===== src/hw/ris_pkg.sv =====
// constants and carrier types for the reset initialization sequencer
package ris_pkg;
  // system clock rate
  localparam int CLOCK_MHZ = 100;
  // minimum assertion of an incoming hard or power-on reset, reference periods
  localparam int EXT_MIN_PERIODS = 32;
  // minimum assertion of the driven hard reset, sync periods
  localparam int DRIVE_MIN_PERIODS = 512;
  // minimum spacing between negations of the driven hard reset, sync periods
  localparam int NEGATE_GAP_PERIODS = 16;
  // strap setup before power-on release, reference periods
  localparam int STRAP_SETUP_PERIODS = 4;
  // least wait after hard reset negation before shared pins drive
  localparam int FUNC_WAIT_PERIODS = 1;
  // longest pll lock time, microseconds, and its cycle count
  localparam int PLL_LOCK_TIME_US = 100;
  localparam int PLL_LOCK_CYCLES = PLL_LOCK_TIME_US * CLOCK_MHZ;
  // counter widths
  localparam int TICK_W = 10;
  localparam int EXT_W = 6;
  localparam int LOCK_W = 14;
  // reset values of captured straps
  localparam logic [3:0] RESET_SOURCE_RST = 4'h0;
  localparam logic LOCAL_BUS_MUX_RST = 1'b0;
  localparam logic CLOCK_DIVIDE_RST = 1'b0;

  // power-on configuration strap set
  typedef struct packed {
    logic [3:0] resetSource;
    logic localBusMux;
    logic inputClockDivide;
  } ris_cfg_type;

  localparam ris_cfg_type CFG_RST = '{RESET_SOURCE_RST, LOCAL_BUS_MUX_RST, CLOCK_DIVIDE_RST};

  // sequencer states
  typedef enum logic [1:0] {
    ST_POR,
    ST_DRIVE,
    ST_GAP,
    ST_RUN
  } ris_state_type;
endpackage


===== src/hw/ris_sequencer.sv =====
// reset initialization sequencer: reset pins, strap capture, pll lock watch
//
// Overview of operation
// external hard reset needs 32 sync periods
// host mode power-on reset 32 clock periods
// agent mode power-on reset 32 sync periods
// driven hard reset lasts 512 sync periods
// 16 sync periods between hard reset negations
// straps valid 4 periods before release
// straps: reset source, bus mux, divide
// capture straps at power-on release, hold
// release strap pins when hard reset asserts
// wait a sync period before functional drive
// host mode sync period from divide setting
// pll lock within 100 microseconds
// hard and soft reset open drain only
// power-on reset is input only
`timescale 1ns/1ps
module ris_sequencer #(
  parameter int PllLockCycles = ris_pkg::PLL_LOCK_CYCLES
) (
  // clock and reset
  input wire logic clock,
  input wire logic sys_rst,
  // reset pins
  input wire logic power_on_reset_n,
  input wire logic hardResetNIn,
  output logic hardResetNOut,
  output logic hardResetNOe,
  input wire logic softResetNIn,
  output logic softResetNOut,
  output logic softResetNOe,
  // reference clocks, mode and pll lock, as pins
  input wire logic primary_input_clock,
  input wire logic syncRefClock,
  input wire logic hostMode,
  input wire logic pllLocked,
  // shared strap pins
  input wire ris_pkg::ris_cfg_type strapIn,
  output ris_pkg::ris_cfg_type strapOut,
  output logic strapOe,
  // user side
  input wire ris_pkg::ris_cfg_type funcData,
  input wire logic hardResetReq,
  input wire logic softResetReq,
  output ris_pkg::ris_cfg_type cfgCaptured,
  output logic functionalEnable,
  output logic porTooShort,
  output logic pllLockError,
  output logic syncTick
);
  import ris_pkg::*;

  localparam logic [LOCK_W-1:0] LOCK_LIMIT = LOCK_W'(PllLockCycles);
  localparam logic [TICK_W-1:0] DRIVE_LAST = TICK_W'(DRIVE_MIN_PERIODS - 1);
  localparam logic [TICK_W-1:0] GAP_LAST = TICK_W'(NEGATE_GAP_PERIODS - 1);
  localparam logic [EXT_W-1:0] EXT_LIMIT = EXT_W'(EXT_MIN_PERIODS);

  // rising edge of a synchronised level
  function automatic logic riseOf(input logic now, input logic last);
    riseOf = now & ~last;
  endfunction

  // two-flop synchronisers for every pin input, edge history for the single-bit pins
  logic [6:0] pinMeta, pinSync, pinLast;
  ris_cfg_type strapMeta, strapSync;
  always_ff @(posedge clock)
  begin
    if (sys_rst)
    begin
      pinMeta <= 7'h00; // pins read as asserted until really seen
      pinSync <= 7'h00;
      pinLast <= 7'h00;
      strapMeta <= CFG_RST;
      strapSync <= CFG_RST;
    end
    else
    begin
      pinMeta <= {pllLocked, hostMode, syncRefClock, primary_input_clock,
                  softResetNIn, hardResetNIn, power_on_reset_n};
      pinSync <= pinMeta;
      pinLast <= pinSync;
      strapMeta <= strapIn;
      strapSync <= strapMeta;
    end
  end

  logic porLow, hardLow, primRise, syncRise, hostSync, lockSync;
  assign porLow = ~pinSync[0];
  assign hardLow = ~pinSync[1];
  assign primRise = riseOf(pinSync[3], pinLast[3]);
  assign syncRise = riseOf(pinSync[4], pinLast[4]);
  assign hostSync = pinSync[5];
  assign lockSync = pinSync[6];

  // sync reference tick: agent mode uses its pin, host mode divides the primary clock
  logic divPhaseQ, divPhaseD, tickQ, tickD;
  logic divSel;
  always_comb
  begin
    divSel = cfgCaptured.inputClockDivide;
    divPhaseD = divPhaseQ;
    tickD = 1'b0;
    if (!hostSync)
      tickD = syncRise;
    // divide setting applied
    else if (primRise)
    begin
      divPhaseD = divSel ? ~divPhaseQ : 1'b0;
      tickD = divSel ? divPhaseQ : 1'b1;
    end
  end

  always_ff @(posedge clock)
  begin
    if (sys_rst)
    begin
      divPhaseQ <= 1'b0;
      tickQ <= 1'b0;
    end
    else
    begin
      divPhaseQ <= divPhaseD;
      tickQ <= tickD;
    end
  end
  assign syncTick = tickQ;

  // main sequencer state, counters and captured straps
  ris_state_type stateQ, stateD;
  logic [TICK_W-1:0] tickCntQ, tickCntD;
  logic [EXT_W-1:0] extCntQ, extCntD, porCntQ, porCntD;
  logic [LOCK_W-1:0] lockCntQ, lockCntD;
  logic lockErrQ, lockErrD, porShortQ, porShortD;
  ris_cfg_type cfgQ, cfgD, strapOutQ, strapOutD;
  logic porTick;

  always_comb
  begin
    stateD = stateQ;
    tickCntD = tickCntQ;
    extCntD = extCntQ;
    porCntD = porCntQ;
    lockCntD = lockCntQ;
    lockErrD = lockErrQ;
    porShortD = porShortQ;
    cfgD = cfgQ;
    strapOutD = funcData;
    // host mode counts the primary clock, R3 agent mode the sync clock
    porTick = hostSync ? primRise : syncRise;
    // measure an outside hard reset pulse
    if (!hardLow || stateQ != ST_RUN)
      extCntD = '0;
    else if (tickQ && extCntQ != EXT_LIMIT)
      extCntD = extCntQ + 1'b1;
    case (stateQ)
      ST_POR:
      begin
        tickCntD = '0;
        lockCntD = '0;
        if (porLow)
        begin
          if (porTick && porCntQ != EXT_LIMIT)
            porCntD = porCntQ + 1'b1;
        end
        else
        begin
          // capture strap set
          cfgD = strapSync;
          // flag a power-on pulse that was too short
          porShortD = (porCntQ != EXT_LIMIT);
          lockErrD = 1'b0;
          stateD = ST_DRIVE;
        end
      end
      ST_DRIVE:
      begin
        // pll lock watchdog
        if (!lockSync && lockCntQ != LOCK_LIMIT)
          lockCntD = lockCntQ + 1'b1;
        if (!lockSync && lockCntQ == LOCK_LIMIT - 1'b1)
          lockErrD = 1'b1;
        // hold hard reset for the full count and until lock
        if (tickQ && tickCntQ != DRIVE_LAST)
          tickCntD = tickCntQ + 1'b1;
        else if (tickQ && lockSync)
        begin
          tickCntD = '0;
          stateD = ST_GAP;
        end
      end
      ST_GAP:
      begin
        // spacing, R10 wait before functional drive
        if (hardLow)
          tickCntD = '0;
        else if (tickQ && tickCntQ != GAP_LAST)
          tickCntD = tickCntQ + 1'b1;
        else if (tickQ)
        begin
          tickCntD = '0;
          stateD = ST_RUN;
        end
      end
      ST_RUN:
      begin
        // a long enough outside pulse restarts the flow
        if (hardResetReq || extCntQ == EXT_LIMIT)
        begin
          tickCntD = '0;
          stateD = ST_DRIVE;
        end
      end
      default:
        stateD = ST_POR;
    endcase
    if (porLow && stateQ != ST_POR)
    begin
      porCntD = '0;
      stateD = ST_POR;
    end
  end

  always_ff @(posedge clock)
  begin
    if (sys_rst)
    begin
      stateQ <= ST_POR;
      tickCntQ <= '0;
      extCntQ <= '0;
      porCntQ <= '0;
      lockCntQ <= '0;
      lockErrQ <= 1'b0;
      porShortQ <= 1'b0;
      cfgQ <= CFG_RST;
      strapOutQ <= CFG_RST;
    end
    else
    begin
      stateQ <= stateD;
      tickCntQ <= tickCntD;
      extCntQ <= extCntD;
      porCntQ <= porCntD;
      lockCntQ <= lockCntD;
      lockErrQ <= lockErrD;
      porShortQ <= porShortD;
      cfgQ <= cfgD;
      strapOutQ <= strapOutD;
    end
  end

  // power-on reset never driven
  // open-drain reset pins
  assign hardResetNOut = 1'b0;
  assign softResetNOut = 1'b0;
  assign hardResetNOe = (stateQ == ST_POR) || (stateQ == ST_DRIVE);
  assign softResetNOe = hardResetNOe || (stateQ == ST_RUN && softResetReq);
  // strap pins released on the edge the sequencer asserts hard reset, two clocks after an outside assertion
  assign functionalEnable = (stateQ == ST_RUN);
  assign strapOe = functionalEnable && !hardLow;
  assign strapOut = strapOutQ;
  assign cfgCaptured = cfgQ;
  assign porTooShort = porShortQ;
  assign pllLockError = lockErrQ;
endmodule


===== config.mk =====
export PLATFORM = sky130hd
export DESIGN_NAME = ris_sequencer
export DESIGN_NICKNAME = d
export VERILOG_FILES = /design/src/hw/ris_pkg.sv /design/src/hw/ris_sequencer.sv
export SDC_FILE = /design/constraint.sdc
export NUM_CORES = 1
export LEC_CHECK = 0
export ABC_CLOCK_PERIOD_IN_PS = 2250
export BUFFER_PORTS_ARGS = -buffer_cell sky130_fd_sc_hd__clkbuf_2
export CAP_MARGIN = 40
export CORE_MARGIN = 3
export CORE_UTILIZATION = 51
export DETAILED_ROUTE_END_ITERATION = 8
export PLACE_DENSITY = 0.74
export SYNTH_ARGS = -nofsm -noshare
export SYNTH_HDL_FRONTEND = slang
export SYNTH_SLANG_ARGS = --single-unit

===== constraint.sdc =====
create_clock -name clock -period 2.25 [get_ports clock]
set_clock_uncertainty 0.2 [all_clocks]
set_input_delay 0.45 -clock clock [delete_from_list [all_inputs] [get_ports clock]]
set_output_delay 0.45 -clock clock [all_outputs]
set_load 0.03 [all_outputs]

==> impl_metrics.ini <==
[cells_and_area]
final_cell_mix = 77 x dfxtp_1, 39 x clkbuf_2, 35 x nor2b_1
fillers = 496
stdcell_count = 499
final_common_cell = dfxtp_1
final_core_util_pct = 63.2
drive_gt1_share_pct = 22.5
diodes = 0
seqCellArea_um2 = 1610
multi_input_area_um2 = 1770
final_nets = 452
syn_to_final_growth_pct = 18.8

[worst_setup_path]
cp_slowest_stage_delay_ns = 0.39
path_cells = inv_2 -> ha_4 -> or2_4 -> a21o_1 -> clkbuf_8
worstSetupPathType = reg -> out
arrival_ns = 1.52
worstPathRequired_ns = 1.60
r2r_slack_ns = 0.11
end_kind = output port
worst-path-max-fanout = 8
crit_slowest_cell = dfxtp_4
startpoint_type = register

[die]
die_x_um = 87.9
start_util_pct = 53.2
num_rows = 29
die_area_um2 = 7720
io_pins = 44
core_area_um2 = 6420
die_h_um = 87.9

[logic_synthesis]
yosysTopAreaCell = dfxtp_1
synth-seq-area-share_pct = 46.8
syn-cell-area_um2 = 3420
synth_ff_type = dfxtp_1
ys_types = 61
ys_seq_elements = 80
synthCells = 363
synth_edf_count = 0
yosys-top-cells-area = dfxtp_1 47%, nor2b_1 6.4%, ha_1 4.4%
yosysWarnings = 0
async_reset_ff_share_pct = 0
synth_area_per_cell_um2 = 9.42
synth_top_area_share_pct = 46.8

[pwr]
leakage_nw = 1.53
max-vdd-ir-drop_mv = 0.530
power.total_mw = 3.27
power.density_nw_per_um2 = 804

[grt]
grt_max_degree = 34
antenna_found_initial = 0
gr-usage-all-layers_pct = 17.6
grt_remaining_overflow = 0
grt_pass1_vias = 2476
grt_pass1_wl_mm = 10.7

[placement]
post-place-cells = 478
routabilityCongestion = 0.867
hpwl_mm = 4.45
port-buffer-count = 40
preCtsSetupSlack_ns = 0.0471

[timing]
max_freq_mhz = 461
finalSetupViolations = 0
post-route-min-period_ns = 2.17
tns_ns = 0
finalHoldViolCount = 0
fin_crit_sh_pct = 96.4
setup_ws_ns = 0.0814
slew_violations = 0

[cts]
clk_path_buf_depth = 2
ctsHtreeMaxLevel = 3
clk_pin_slew_ns = 0.09
cts-root-buf = clkbuf_8
numCtsBuffers = 9
insertion_delay_ns = 0.35
tritoncts = done
clock_sinks = 80

[route]
drt-pass1-iter-count = 4
drc_errors = 0
wirelength_mm = 6.60
drtIter0Drc = 134
routedWlPerCell_um = 13.2
final_antenna_net_count = 0
via_per_inst = 5.38
vias = 2686

[run]
max_cap_violations = 0

[hold_path]
min_path_type = in -> reg

[outcome]
outcome = completed
[cells by family after synthesis]
logic type | Yosys count | share of synthesized area (%)
and+or+nand+nor | 164 | 26.4
DFF | 80 | 46.8
AOI/OAI and AO/OA | 58 | 13.2
buffers and inverters | 26 | 3.29
xor gates and xnor gates | 20 | 5.12
adders and majority gates | 12 | 4.39
muxes | 2 | 0.622
other | 1 | 0.110
[sequential cells by signal, indices dropped and copies added (netlist names), 2 cells and up]
signal and cells:
lockCntQ 14, tickCntQ 10, extCntQ 6, pinMeta 6, pinSync 6, porCntQ 6
strapMeta 6, strapOut 6, strapSync 6, cfgCaptured 5, pinLast 2, stateQ 2
[per-layer routing]
layer	vias up	share of wire [%]	GRT usage [%]
met2	76	48	29.0
met1	1232	45	21.4
li1	1367	-	-
met5	-	0	0
met4	0	1.5	6.56
met3	11	5.5	5.64
[critical path: cells and delay by family (launching register included)]
family | cells | cell delay (ns)
fa+ha+maj | 1 | 0.18
simple gates | 1 | 0.23
compound gates | 1 | 0.16
buf+inv | 2 | 0.21
flops | 1 | 0.39
[area by class of cell]
cell class	count	share of cell area, %
clock inverter	7	2.68
inverter	13	1.20
tap	77	2.37
sequential	80	39.6
multi-input combinational	260	43.6
timing repair buffer	53	7.55
clock buffer	9	3.05
[synthesized netlist by cell type, types with 2 or more instances]
library cell  instances
nand3_1              11
and4_1                2
clkbuf_1              8
nand4_1               6
a21oi_1              16
a22oi_1               4
nor2b_1              35
nand2_1              31
inv_1                13
o21ai_0               3
nand2b_1              3
xor2_1               13
nor3b_1               2
o21a_1                2
or3_1                 5
nor3_1                5
and2_1                6
o2111ai_1             4
o211ai_1              3
nor4_1                2
o31ai_1               5
o311ai_1              3
ha_1                 12
xnor2_1               7
or2_2                 4
dfxtp_1              80
a211oi_1              2
and3b_1               2
a31oi_1               2
buf_4                 4
and3_1                9
nor2_1               30
[where the power goes]
group	leakage, nW	switching (mW)	internal (mW)	total (mW)
combinational	0.762	0.327	0.226	0.553
clock	0.118	0.565	0.650	1.22
sequential	0.654	0.0322	1.47	1.50
total	1.53	0.924	2.34	3.27
[metrics by stage]
step	hold WS, ns	instance area [um^2]
2_1_floorplan	0.214	3420
3_3_place_gp	0.220	3730
3_5_place_dp	0.220	3730
4_1_cts	0.0842	3990
5_1_grt	0.0912	4060
6_report	0.105	4060
[worst paths after layout]
path | from | endpoint | cells past startpoint
worst min-delay path | pllLocked | pinMeta[6]$_SDFF_PP0_ | 2
worst min register to register | pinMeta[3]$_SDFF_PP0_ | pinSync[3]$_SDFF_PP0_ | 1
worst max register to register | tickCntQ[1]$_SDFFE_PP0P_ | tickCntQ[1]$_SDFFE_PP0P_ | 5
worst max-delay path | stateQ[0]$_SDFFE_PP0P_ | softResetNOe | 5
[timing repair]
action,CTS,global route
hold buffers,0,0
resized for setup,9,6
cloned,0,2
pin swaps,1,3
setup endpoints to repair,2,11
buffers inserted,1,3
Power figures use the tool's default switching activity.
